File: src/design/hfs_pkg.sv
// package: register map, field positions and mode codes of the switch fault shutdown block
package hfs_pkg;
	localparam int NUM_SWITCHES = 4;
	localparam int REG_W = 16;
	localparam int ADDR_W = 7;
	localparam logic [6:0] ADDR_SWITCH_FAULT_SHUTDOWN_CFG = 7'h07;
	localparam logic [15:0] CFG_RESET = 16'h0000;
	// bits 4 and 2:0 are unused and must read zero
	localparam logic [15:0] CFG_WRITE_MASK = 16'hffe8;
	localparam int OV_RESTORE_LSB = 12;
	localparam int OT_INDIVIDUAL_BIT = 11;
	localparam int OV_SHUTDOWN_OFF_LSB = 7;
	localparam int LOWPOWER_OV_OFF_BIT = 6;
	localparam int UV_SHUTDOWN_OFF_BIT = 5;
	localparam int UV_RESTORE_BIT = 3;
	localparam logic [15:0] READ_UNMAPPED = 16'h0000;

	typedef enum logic [1:0] {
		HFS_MODE_NORMAL = 2'h0,
		HFS_MODE_STOP = 2'h1,
		HFS_MODE_SLEEP = 2'h2
	} hfs_mode_t;

	// gray along run -> hold -> latched off
	typedef enum logic [1:0] {
		HFS_CH_RUN = 2'h0,
		HFS_CH_HOLD = 2'h1,
		HFS_CH_OFF = 2'h3
	} hfs_ch_state_t;
endpackage

File: src/design/hfs_switch_channel.sv
// one high-side switch: fault hold, saved state and restore policy
module hfs_switch_channel (
	input wire logic clk,
	input wire logic rst_n,
	input wire logic clear,
	input wire logic req,
	input wire logic ov_kill,
	input wire logic ov_restore,
	input wire logic uv_kill,
	input wire logic uv_restore,
	input wire logic ot_kill,
	output logic en_q
);
	hfs_pkg::hfs_ch_state_t state_q;
	hfs_pkg::hfs_ch_state_t state_d;
	logic saved_q;
	logic ov_seen_q;
	logic uv_seen_q;
	logic fault;
	logic restore_ok;

	assign fault = ov_kill | uv_kill;
	assign restore_ok = (!ov_seen_q || ov_restore) && (!uv_seen_q || uv_restore);

	// ************************************************
	// state machine
	// ************************************************
	always_comb begin
		state_d = state_q;
		case (state_q)
			hfs_pkg::HFS_CH_RUN: begin
				if (ot_kill) begin
					state_d = hfs_pkg::HFS_CH_OFF;
				end else if (fault) begin
					state_d = hfs_pkg::HFS_CH_HOLD;
				end
			end
			hfs_pkg::HFS_CH_HOLD: begin
				if (ot_kill) begin
					state_d = hfs_pkg::HFS_CH_OFF;
				end else if (!fault) begin
					state_d = (restore_ok && saved_q) ? hfs_pkg::HFS_CH_RUN : hfs_pkg::HFS_CH_OFF;
				end
			end
			hfs_pkg::HFS_CH_OFF: begin
				// a latched-off switch waits for software to command it off first
				if (!req && !fault && !ot_kill) begin
					state_d = hfs_pkg::HFS_CH_RUN;
				end
			end
			default: state_d = hfs_pkg::HFS_CH_OFF;
		endcase
	end

	always_ff @(posedge clk or negedge rst_n) begin
		if (!rst_n) begin
			state_q <= hfs_pkg::HFS_CH_RUN;
		end else if (clear) begin
			state_q <= hfs_pkg::HFS_CH_RUN;
		end else begin
			state_q <= state_d;
		end
	end

	always_ff @(posedge clk or negedge rst_n) begin
		if (!rst_n) begin
			saved_q <= 1'b0;
		end else if (state_q == hfs_pkg::HFS_CH_RUN && fault) begin
			saved_q <= req;
		end
	end

	// causes of the hold accumulate so that both restore bits must agree
	always_ff @(posedge clk or negedge rst_n) begin
		if (!rst_n) begin
			ov_seen_q <= 1'b0;
			uv_seen_q <= 1'b0;
		end else if (state_q == hfs_pkg::HFS_CH_RUN || clear) begin
			ov_seen_q <= ov_kill;
			uv_seen_q <= uv_kill;
		end else if (state_q == hfs_pkg::HFS_CH_HOLD) begin
			ov_seen_q <= ov_seen_q | ov_kill;
			uv_seen_q <= uv_seen_q | uv_kill;
		end
	end

	always_ff @(posedge clk or negedge rst_n) begin
		if (!rst_n) begin
			en_q <= 1'b0;
		end else begin
			en_q <= !clear && (state_d == hfs_pkg::HFS_CH_RUN) && req;
		end
	end
endmodule // hfs_switch_channel

File: src/design/hfs_shutdown_ctrl.sv
// shutdown control register and fault policy for four high-side switches
// ************************************************
// What this block does
// - per-switch overvoltage restore or stay off
// - overtemperature shuts all or only affected
// - normal mode per-switch overvoltage shutdown disable
// - stop and sleep share overvoltage disable
// - undervoltage shuts all switches unless disabled
// - undervoltage restore or stay off
// - unused bits ignore writes, read zero
// - power-on or soft reset clears register
// - restart keeps configurable bits
// ************************************************
module hfs_shutdown_ctrl #(
	parameter int NUM_SW = hfs_pkg::NUM_SWITCHES
) (
	input wire logic CORE_CLK,
	input wire logic RESETN,
	input wire logic SOFT_RESET,
	input wire logic RESTART,
	input wire logic [hfs_pkg::ADDR_W-1:0] REG_ADDR,
	input wire logic REG_WR,
	input wire logic [hfs_pkg::REG_W-1:0] REG_WDATA,
	input wire logic REG_RD,
	output logic [hfs_pkg::REG_W-1:0] REG_RDATA,
	input wire hfs_pkg::hfs_mode_t MODE,
	input wire logic SUPPLY_OV,
	input wire logic SUPPLY_UV,
	input wire logic [NUM_SW-1:0] OT_FLAG,
	input wire logic [NUM_SW-1:0] SWITCH_REQ,
	output logic [NUM_SW-1:0] HS_EN
);
	logic [hfs_pkg::REG_W-1:0] cfg_q;
	logic [hfs_pkg::REG_W-1:0] rdata_q;
	logic hit;
	logic normal_mode;
	logic ot_any;

	assign hit = REG_ADDR == hfs_pkg::ADDR_SWITCH_FAULT_SHUTDOWN_CFG;
	assign normal_mode = MODE == hfs_pkg::HFS_MODE_NORMAL;
	assign ot_any = |OT_FLAG;

	// ************************************************
	// register
	// ************************************************
	// reset clears, mask writes
	always_ff @(posedge CORE_CLK or negedge RESETN) begin
		if (!RESETN) begin
			cfg_q <= hfs_pkg::CFG_RESET;
		end else if (SOFT_RESET) begin
			cfg_q <= hfs_pkg::CFG_RESET;
		end else if (REG_WR && hit) begin
			cfg_q <= REG_WDATA & hfs_pkg::CFG_WRITE_MASK;
		end
	end

	always_ff @(posedge CORE_CLK or negedge RESETN) begin
		if (!RESETN) begin
			rdata_q <= hfs_pkg::READ_UNMAPPED;
		end else if (REG_RD) begin
			if (hit) begin
				rdata_q <= cfg_q & hfs_pkg::CFG_WRITE_MASK;
			end else begin
				rdata_q <= hfs_pkg::READ_UNMAPPED;
			end
		end
	end

	assign REG_RDATA = rdata_q;

	// ************************************************
	// per-switch policy
	// ************************************************
	genvar i;
	generate
		for (i = 0; i < NUM_SW; i++) begin : g_sw
			logic ov_kill;
			logic ot_kill;
			assign ov_kill = SUPPLY_OV && (normal_mode ?
				!cfg_q[hfs_pkg::OV_SHUTDOWN_OFF_LSB + i] : !cfg_q[hfs_pkg::LOWPOWER_OV_OFF_BIT]);
			assign ot_kill = cfg_q[hfs_pkg::OT_INDIVIDUAL_BIT] ? OT_FLAG[i] : ot_any;
			hfs_switch_channel u_ch (
				.clk(CORE_CLK),
				.rst_n(RESETN),
				.clear(SOFT_RESET),
				.req(SWITCH_REQ[i]),
				.ov_kill(ov_kill),
				.ov_restore(cfg_q[hfs_pkg::OV_RESTORE_LSB + i]),
				.uv_kill(SUPPLY_UV && !cfg_q[hfs_pkg::UV_SHUTDOWN_OFF_BIT]),
				.uv_restore(cfg_q[hfs_pkg::UV_RESTORE_BIT]),
				.ot_kill(ot_kill),
				.en_q(HS_EN[i])
			);

		end
	endgenerate
endmodule // hfs_shutdown_ctrl

File: config.mk
export PLATFORM = sky130hd
export DESIGN_NAME = hfs_shutdown_ctrl
export DESIGN_NICKNAME = d
export VERILOG_FILES = /design/src/design/hfs_pkg.sv /design/src/design/hfs_switch_channel.sv /design/src/design/hfs_shutdown_ctrl.sv
export SDC_FILE = /design/constraint.sdc
export NUM_CORES = 1
export LEC_CHECK = 0
export ABC_AREA = 1
export BUFFER_PORTS_ARGS = -buffer_cell sky130_fd_sc_hd__clkbuf_2
export CORE_UTILIZATION = 57
export DETAILED_ROUTE_END_ITERATION = 10
export PLACE_DENSITY = 0.94
export SYNTH_ARGS = -nofsm -noshare
export SYNTH_HDL_FRONTEND = slang
export SYNTH_SLANG_ARGS = --single-unit
File: constraint.sdc
create_clock -name CORE_CLK -period 2.6 [get_ports CORE_CLK]
set_input_delay 0.13 -clock CORE_CLK [delete_from_list [all_inputs] [get_ports CORE_CLK]]
set_output_delay 0.13 -clock CORE_CLK [all_outputs]
set_load 0.02 [all_outputs]
==> results of run 1 <==
sequential cells by signal (all words and copies together) (netlist names):
signal	flops
g_sw.u_ch.saved_q	4
g_sw.u_ch.state_q	8
g_sw.u_ch.ov_seen_q	4
g_sw.u_ch.uv_seen_q	4
REG_RDATA	12
cfg_q	12
g_sw.u_ch.en_q	4
stage by stage:
step                      setup slack [ps]  instance area, µm²   util  hold slack (ps)
after global routing                   968                2760  0.685             31.6
after global placement                1250                2640  0.656              173
after detailed placement              1180                2640  0.656              182
after CTS                             1160                2760  0.685             25.7
after floorplan                       1380                2410      -             -166
final                                 1170                2760  0.685             27.6
worst max-delay path, stage by stage (launching register included):
cell,delay [ps]
dfrtp_1,340
inv_1,60
nand2_1,310
nand2_1,200
inv_1,120
nand2_1,50
nand2_1,50
o211ai_1,80
nand2_1,80
inv_1,40
synth_stat cells (2+ instances only):
cell	instances	area (µm²)
dfrtp_1	48	1200
o211ai_1	3	22.5
a21oi_1	6	30.0
o22ai_1	8	50.1
buf_4	8	60.1
nand2_2	3	18.8
clkbuf_1	2	7.51
nand3_1	14	70.1
a31oi_1	4	25.0
nand2_1	88	330
nor2_1	22	82.6
o21ai_0	19	95.1
nand3_2	5	50.1
o31ai_1	7	52.6
nor2_2	2	12.5
buf_2	3	15.0
inv_1	48	180
area by class of cell:
cell class | instances | area (µm²) | area share
Inverter | 48 | 180 | 0.0652
Timing Repair Buffer | 53 | 273 | 0.0988
Clock inverter | 2 | 35.0 | 0.0127
Multi-Input combinational cell | 194 | 937 | 0.339
Tap cell | 50 | 62.6 | 0.0227
Clock buffer | 6 | 72.6 | 0.0263
Sequential cell | 48 | 1200 | 0.435
metal layers:
layer,global-route usage,wire (µm)
met5,0,0
met3,0.0462,254
met2,0.439,2520
met1,0.330,2200
met4,0.0878,75
logic make-up after synthesis:
logic type,count (synthesis),share of synthesized area
simple gates,139,0.255
buf+inv,62,0.114
compound gates,51,0.129
flops,48,0.500
other cells,1,0.00156
power breakdown:
| group | internal, µW | switching (µW) |
|---|---|---|
| Sequential | 785 | 28.3 |
| Clock | 286 | 250 |
| Combinational | 73.8 | 129 |
| Total | 1140 | 407 |
cells in the final DEF, fill, tap and decap left out, types with 6 or more instances in the layout:
master     n
inv_1     48
o22ai_1    8
nand2_1   88
nor2_1    22
a21oi_1    6
o31ai_1    7
clkbuf_2  51
dfrtp_1   48
o21ai_0   19
nand3_1   14
worst max-delay path by stage:
stage                     startpoint                       to  slack (ps)
after global routing        cfg_q[5]  g_sw[3].u_ch.state_q[1]         970
after floorplan            cfg_q[11]  g_sw[2].u_ch.state_q[0]        1380
after detailed placement    cfg_q[5]  g_sw[3].u_ch.state_q[1]        1180
after global placement      cfg_q[5]  g_sw[2].u_ch.state_q[0]        1250
final                       cfg_q[5]  g_sw[3].u_ch.state_q[1]        1170
after CTS                   cfg_q[5]  g_sw[3].u_ch.state_q[1]        1160
what timing repair did:
| item | in CTS | in global routing |
|---|---|---|
| hold endpoints to repair | 24 | 0 |
| hold buffers | 1 | 0 |
| gates resized for setup | 0 | 0 |
==> impl_metrics.py, run 1 <==
metrics = {
    "status": {
        "status": "completed",
    },
    "cts": {
        "cts_buffer_depth": 2,
        "htreeDepth": 2,
        "root_buffer": "clkbuf_8",
        "clock_latency_ps": 300,
        "cts.sinks": 48,
        "path_clk_slew_ps": 90,
        "cts_tree": "yes",
        "cts_setup_buffers": 0,
        "cts_made_buffers": 5,
    },
    "grt": {
        "grt_pass1_vias": 2038,
        "grt-ovfl-total": 0,
        "gr-usage-all-layers": 0.259,
        "antenna_found_initial": 0,
        "grt_max_degree": 26,
        "grt_pass1_wl_um": 8630,
    },
    "drt": {
        "routed_wl_um": 5050,
        "via_per_inst": 5.27,
        "drc": 0,
        "first_iter_violations": 87,
        "drtAntennaViolNets": 0,
        "vias": 2112,
        "drtPass1Iterations": 4,
        "wl_per_cell_um": 12.6,
    },
    "yosys": {
        "syn_area_um2": 2400,
        "yosys_most_used_dff": "dfrtp_1",
        "yosysWarnings": 0,
        "synth.avg_cell_area_um2": 7.98,
        "synth_edf_count": 0,
        "synth-seq-cells": 48,
        "synth_cells": 301,
        "yosys.cell_types.count": 28,
        "seq_area_frac_synth": 0.500,
        "async_reset_ff_frac": 1.00,
    },
    "die": {
        "fp-row-count": 23,
        "initial_core_util": 0.596,
        "coreArea_um2": 4030,
        "die-area_um2": 4480,
        "die_x_um": 66.9,
        "io-pin-count": 61,
        "die_h_um": 66.9,
    },
    "worst_hold_path": {
        "hp-start": "REG_WDATA[13]",
        "holdPathEnd": "cfg_q[13]",
        "hold-path-cell-count": 3,
        "holdCritPathClass": "input port to register",
    },
    "worst_setup_path": {
        "rr_startpoint": "cfg_q[5]",
        "path_max_fanout": 11,
        "rr_endpoint": "g_sw[3].u_ch.state_q[1]",
        "ff2ff_setup_slack_ps": 1170,
        "crit_type": "register to register",
        "arrival_ps": 1630,
        "reg2reg_depth": 9,
        "critPathRequiredTime_ps": 2800,
        "start_kind": "register",
        "end_kind": "register",
    },
    "final_layout": {
        "instances_no_fill": 401,
        "antenna_cells": 0,
        "nFillCells": 346,
        "syn2layout_area_growth_pct": 15.0,
        "final_nets": 391,
        "final_layout_size_suffix_gt1_frac": 0.205,
    },
    "power_and_ir_drop": {
        "p_per_area_nw_per_um2": 562,
        "p_leak_uw": 0.00152,
        "worst_ir_drop_vdd_uv": 280,
        "p_total_uw": 1550,
    },
    "timing": {
        "max_freq_mhz": 699,
        "worst_pin_slew_ps": 615,
        "fin_crit_ps": 1430,
        "period_share": 0.550,
        "final_max_slew_viol_count": 0,
        "final_hold_viol_count": 0,
        "relSlewSlack": 0.590,
        "fin_skew_ps": 5.64,
        "fin_tns_setup_ps": 0,
        "grt_setup_unrepaired": "false",
        "setup_viol": 0,
    },
    "placed_design": {
        "dp_cells": 392,
        "gp_congestion": 0.859,
        "dp_hpwl_um": 3860,
        "portBuffers": 51,
    },
    "flow_run": {
        "cap_violations": 0,
    },
}
(Power assumes the default switching activity.)
==> run 2: changes to the inputs <==
ABC_AREA = 0   (was 1)
CORE_UTILIZATION = 47   (was 57)
PLACE_DENSITY = 0.84   (was 0.94)
clock period = 1.31 ns   (was 2.6 ns; I/O delays follow)
==> impl_metrics.py, run 2 <==
metrics = {
    "status": {
        "status": "complete, but fails checks",
        "violations": "setup timing",
    },
    "cts": {
        "cts_buffer_depth": 2,
        "cts_made_buffers": 5,
        "htreeDepth": 2,
        "clock_latency_ps": 320,
        "cts.sinks": 48,
        "cts_tree": "yes",
        "path_clk_slew_ps": 90,
        "root_buffer": "clkbuf_8",
    },
    "grt": {
        "gr-usage-all-layers": 0.243,
        "grt-ovfl-total": 0,
        "grt_max_degree": 49,
        "grt_pass1_vias": 2096,
        "grt_pass1_wl_um": 9420,
        "antenna_found_initial": 0,
    },
    "worst_setup_path": {
        "ff2ff_setup_slack_ps": -170,
        "reg2reg_depth": 4,
        "crit_type": "register to register",
        "rr_startpoint": "cfg_q[10]",
        "worst-path-buf-inv": 0,
        "cpPeakStageDelay_ps": 390,
        "cpMaxStageDelayCell": "or3b_4",
        "rr_endpoint": "g_sw[3].u_ch.saved_q",
        "arrival_ps": 1680,
        "path_cells": "or3b_4, a31o_4, nand2_2, mux2_4",
        "critical-path-top-delay-family": "simple AND/OR/NAND/NOR gates",
        "critPathRequiredTime_ps": 1520,
        "start_kind": "register",
        "end_kind": "register",
        "path_max_fanout": 3,
    },
    "die": {
        "die_x_um": 71.7,
        "io-pin-count": 61,
        "coreArea_um2": 4500,
        "fp-row-count": 24,
        "initial_core_util": 0.506,
        "die-area_um2": 5140,
        "die_h_um": 71.7,
    },
    "yosys": {
        "async_reset_ff_frac": 1.00,
        "synth_edf_count": 0,
        "yosys_most_used_dff": "dfrtp_1",
        "synth.area.top_cells": "dfrtp_1 53%, a22o_1 11%, nand2_1 3.5%",
        "synth-seq-cells": 48,
        "yosysWarnings": 0,
        "seq_area_frac_synth": 0.527,
        "synth_largest_area_cell": "dfrtp_1",
        "yosysMostFrequentCell": "dfrtp_1",
        "syn_area_um2": 2280,
        "synth_top_area_frac": 0.527,
        "yosys.cell_types.count": 36,
        "synth.avg_cell_area_um2": 10.8,
        "ys_top_cells_by_count": "48 x dfrtp_1, 28 x a22o_1, 21 x nand2_1",
        "synth_cells": 212,
    },
    "flow_run": {
        "cap_violations": 0,
    },
    "drt": {
        "vias": 1965,
        "routed_wl_um": 5700,
        "drc": 0,
        "wl_per_cell_um": 16.6,
        "via_per_inst": 5.71,
        "first_iter_violations": 144,
        "drtPass1Iterations": 4,
        "drtAntennaViolNets": 0,
    },
    "final_layout": {
        "final_layout_size_suffix_gt1_frac": 0.394,
        "antenna_cells": 0,
        "nFillCells": 338,
        "syn2layout_area_growth_pct": 35.5,
        "final_cell_mix": "51 x clkbuf_2, 48 x dfrtp_1, 28 x a22o_1",
        "layout_commonest_cell": "clkbuf_2",
        "instances_no_fill": 344,
        "final_nets": 332,
        "fin_util": 0.686,
    },
    "power_and_ir_drop": {
        "p_per_area_nw_per_um2": 980,
        "worst_ir_drop_vdd_uv": 692,
        "p_leak_uw": 0.00154,
    },
    "timing": {
        "period_share": 1.13,
        "relSlewSlack": 0.610,
        "max_freq_mhz": 676,
        "final_hold_viol_count": 0,
        "worst_pin_slew_ps": 586,
        "fin_crit_ps": 1480,
        "setup_ws_ps": -169,
        "grt_setup_unrepaired": "true",
        "final_max_slew_viol_count": 0,
        "fin_skew_ps": 5.39,
        "setup_viol": 16,
    },
    "worst_hold_path": {
        "hold-path-cell-count": 2,
        "hp-start": "SWITCH_REQ[0]",
        "holdPathEnd": "g_sw[0].u_ch.saved_q",
        "holdCritPathClass": "input port to register",
    },
    "placed_design": {
        "dp_hpwl_um": 3930,
        "gp_congestion": 0.802,
        "portBuffers": 51,
        "dp_cells": 320,
    },
}
==> run 2: where the power goes <==
group          internal, µW  switching, µW  leakage [µW]
combinational           226            254      0.000858
sequential             1560           71.6      0.000627
clock                   422            502     0.0000510
==> run 2: what timing repair did <==
| item | CTS | global route |
|---|---|---|
| pin swaps | 9 | 6 |
| buffers inserted | 1 | 2 |
| hold buffers | 13 | 0 |
| cloned | 0 | 0 |
| hold endpoints to repair | 60 | 0 |
| resized for setup | 15 | 6 |
| endpoints found under the setup margin | 16 | 16 |
==> run 2: through the flow <==
step / power (µW) / TNS (ps) / hold slack (ps) / cell area [µm²] / setup WS [ps]
2_1_floorplan: 1890 / -939 / -230 / 2370 / -109
3_3_place_gp: 2030 / -3430 / 74.9 / 2720 / -144
3_5_place_dp: 2050 / -4790 / 73.3 / 2720 / -206
4_1_cts: 3010 / -1330 / 4.27 / 3040 / -163
5_1_grt: 3170 / -2360 / 11.7 / 3090 / -213
6_report: 3030 / -1390 / 12.6 / 3090 / -169
==> run 2: logic make-up (layout without fill, tap and decap cells) <==
logic type,after synthesis,in the layout,synth area share
AOI/OAI and AO/OA,65,65,0.220
muxes,4,4,0.0197
buffers and inverters,29,106,0.0697
other,1,4,0.00164
and+or+nand+nor,65,65,0.162
DFF,48,48,0.527
==> run 2: per-layer routing <==
metal  vias up  global-route usage  wire length, µm
li1        934                   -                -
met1       946               0.280             2290
met2        72               0.425             2960
met3        13              0.0520              337
met4         0               0.126              106
met5         -                   0                0
==> run 2: how the worst max path moves through the flow <==
stage	slack (ps)	startpoint	end	cells after the start
6_report	-170	cfg_q[10]	g_sw[3].u_ch.saved_q	4
5_1_grt	-210	cfg_q[9]	g_sw[2].u_ch.saved_q	4
4_1_cts	-160	cfg_q[8]	g_sw[1].u_ch.saved_q	4
3_5_place_dp	-210	cfg_q[8]	g_sw[1].u_ch.en_q	4
3_3_place_gp	-140	cfg_q[9]	g_sw[2].u_ch.en_q	4
2_1_floorplan	-110	cfg_q[7]	g_sw[0].u_ch.saved_q	4
==> run 2: final cells by class <==
type	instances	area (µm²)	area share
inverters	12	45.0	0.0146
clock buffers	6	82.6	0.0267
clock inverters	2	10.0	0.00324
flip-flops and latches	48	1200	0.389
multi-input cells	138	1120	0.361
repair buffers	86	571	0.185
well taps	52	65.1	0.0211
==> run 3: changes to the inputs <==
SKIP_CTS_REPAIR_TIMING = 1   (was not set)
==> impl_metrics.py, run 3 (same netlist as run 2, synthesis figures left out) <==
metrics = {
    "timing": {
        "fin_tns_setup_ps": -1370,
        "fin_skew_ps": 5.92,
        "period_share": 1.13,
        "fin_crit_ps": 1480,
        "worst_pin_slew_ps": 579,
        "final_max_slew_viol_count": 0,
        "setup_ws_ps": -168,
        "final_hold_viol_count": 0,
        "setup_viol": 15,
        "whs_ps": 15.7,
        "relSlewSlack": 0.614,
        "grt_setup_unrepaired": "true",
        "max_freq_mhz": 677,
    },
    "final_layout": {
        "layout_commonest_cell": "clkbuf_2",
        "nFillCells": 340,
        "final_nets": 330,
        "syn2layout_area_growth_pct": 34.5,
        "antenna_cells": 0,
        "final_layout_size_suffix_gt1_frac": 0.386,
        "final_cell_mix": "51 x clkbuf_2, 48 x dfrtp_1, 28 x a22o_1",
        "fin_util": 0.681,
    },
    "drt": {
        "drtPass1Iterations": 4,
        "drtAntennaViolNets": 0,
        "drc": 0,
        "vias": 1915,
        "routed_wl_um": 5450,
        "first_iter_violations": 142,
        "wl_per_cell_um": 15.9,
        "via_per_inst": 5.60,
    },
    "die": {
        "fp-row-count": 24,
        "die_h_um": 71.7,
        "io-pin-count": 61,
        "coreArea_um2": 4500,
        "die-area_um2": 5140,
        "die_x_um": 71.7,
        "initial_core_util": 0.506,
    },
    "worst_setup_path": {
        "path_cells": "or3b_4, a31o_4, nand2_2, mux2_4",
        "ff2ff_setup_slack_ps": -170,
        "critical-path-top-delay-family": "simple AND/OR/NAND/NOR gates",
        "cpPeakStageDelay_ps": 390,
        "worst-path-buf-inv": 0,
        "crit_type": "register to register",
        "cpMaxStageDelayCell": "or3b_4",
        "start_kind": "register",
        "end_kind": "register",
        "rr_startpoint": "cfg_q[10]",
        "critPathRequiredTime_ps": 1510,
        "arrival_ps": 1680,
        "worstSetupStartpoint": "cfg_q[10]",
        "path_max_fanout": 3,
    },
    "placed_design": {
        "gp_congestion": 0.802,
        "dp_hpwl_um": 3930,
        "portBuffers": 51,
        "dp_slack_ps": -206,
    },
    "power_and_ir_drop": {
        "p_per_area_nw_per_um2": 978,
        "pwr-share-seq": 0.541,
        "switchingPower_uw": 800,
        "cell_internal_pwr_uw": 2200,
        "p_total_uw": 3000,
        "pwr-share-clk": 0.303,
        "combinationalPowerShare": 0.156,
        "switching_share": 0.267,
        "worst_ir_drop_vdd_uv": 688,
        "p_leak_uw": 0.00152,
    },
    "cts": {
        "cts_buffer_depth": 2,
        "cts_tree": "yes",
        "cts.sinks": 48,
        "root_buffer": "clkbuf_8",
        "cts_made_buffers": 5,
        "htreeDepth": 2,
        "clock_latency_ps": 310,
        "path_clk_slew_ps": 80,
    },
    "grt": {
        "grt_pass1_wl_um": 8710,
        "grt_max_degree": 49,
        "gr-usage-all-layers": 0.225,
        "antenna_found_initial": 0,
        "grt-ovfl-total": 0,
        "grt_pass1_vias": 1902,
    },
    "status": {
        "status": "complete, but fails checks",
        "violations": "setup timing",
    },
    "worst_hold_path": {
        "hp-start": "SWITCH_REQ[3]",
        "holdCritPathClass": "input port to register",
    },
    "flow_run": {
        "cap_violations": 0,
    },
}
-- run 3: cell types whose count changed in the layout (fill, tap and decap cells not counted), sizes merged --
cell,delta
buf,-2
-- run 3: power by group through the flow --
stage                     sequential [µW]  clock [µW]  combinational [µW]
final                                1620         908                 470
after global routing                 1630        1000                 517
after CTS                            1620         931                 404
after detailed placement             1650           0                 402
after global placement               1640           0                 388
after floorplan                      1630           0                 258
-- run 3: worst paths after layout --
path                                           to  depth (start not counted)
max in group asynchronous                cfg_q[7]                          3
min in group asynchronous           REG_RDATA[14]                          3
max                          g_sw[3].u_ch.saved_q                          4
max reg2reg                  g_sw[3].u_ch.saved_q                          4
min reg2reg                g_sw[2].u_ch.ov_seen_q                          2
min                          g_sw[3].u_ch.saved_q                          2
-- run 3: through the flow --
step	instance area, µm²	instances
after floorplan	2370	215
after global placement	2720	320
after detailed placement	2720	320
after CTS	2820	328
after global routing	3070	342
final	3070	342
-- run 3: layer usage --
metal  wire length (µm)  GRT usage
met1               2290      0.266
met2               2810      0.385
met3                281     0.0577
met4                 70      0.105
met5                  0          0
-- run 3: final cells by class --
type	count	area, µm²	area share
multi-input cells	138	1110	0.363
flip-flops and latches	48	1200	0.392
clock buffers	6	82.6	0.0269
clock inverters	2	10.0	0.00326
inverters	12	45.0	0.0147
repair buffers	84	552	0.180
well taps	52	65.1	0.0212
-- run 3: worst register-to-register path: stages (launching register included) --
cell and delay (ps):
dfrtp_1 350, or3b_4 390, a31o_4 280, nand2_2 70, mux2_4 290
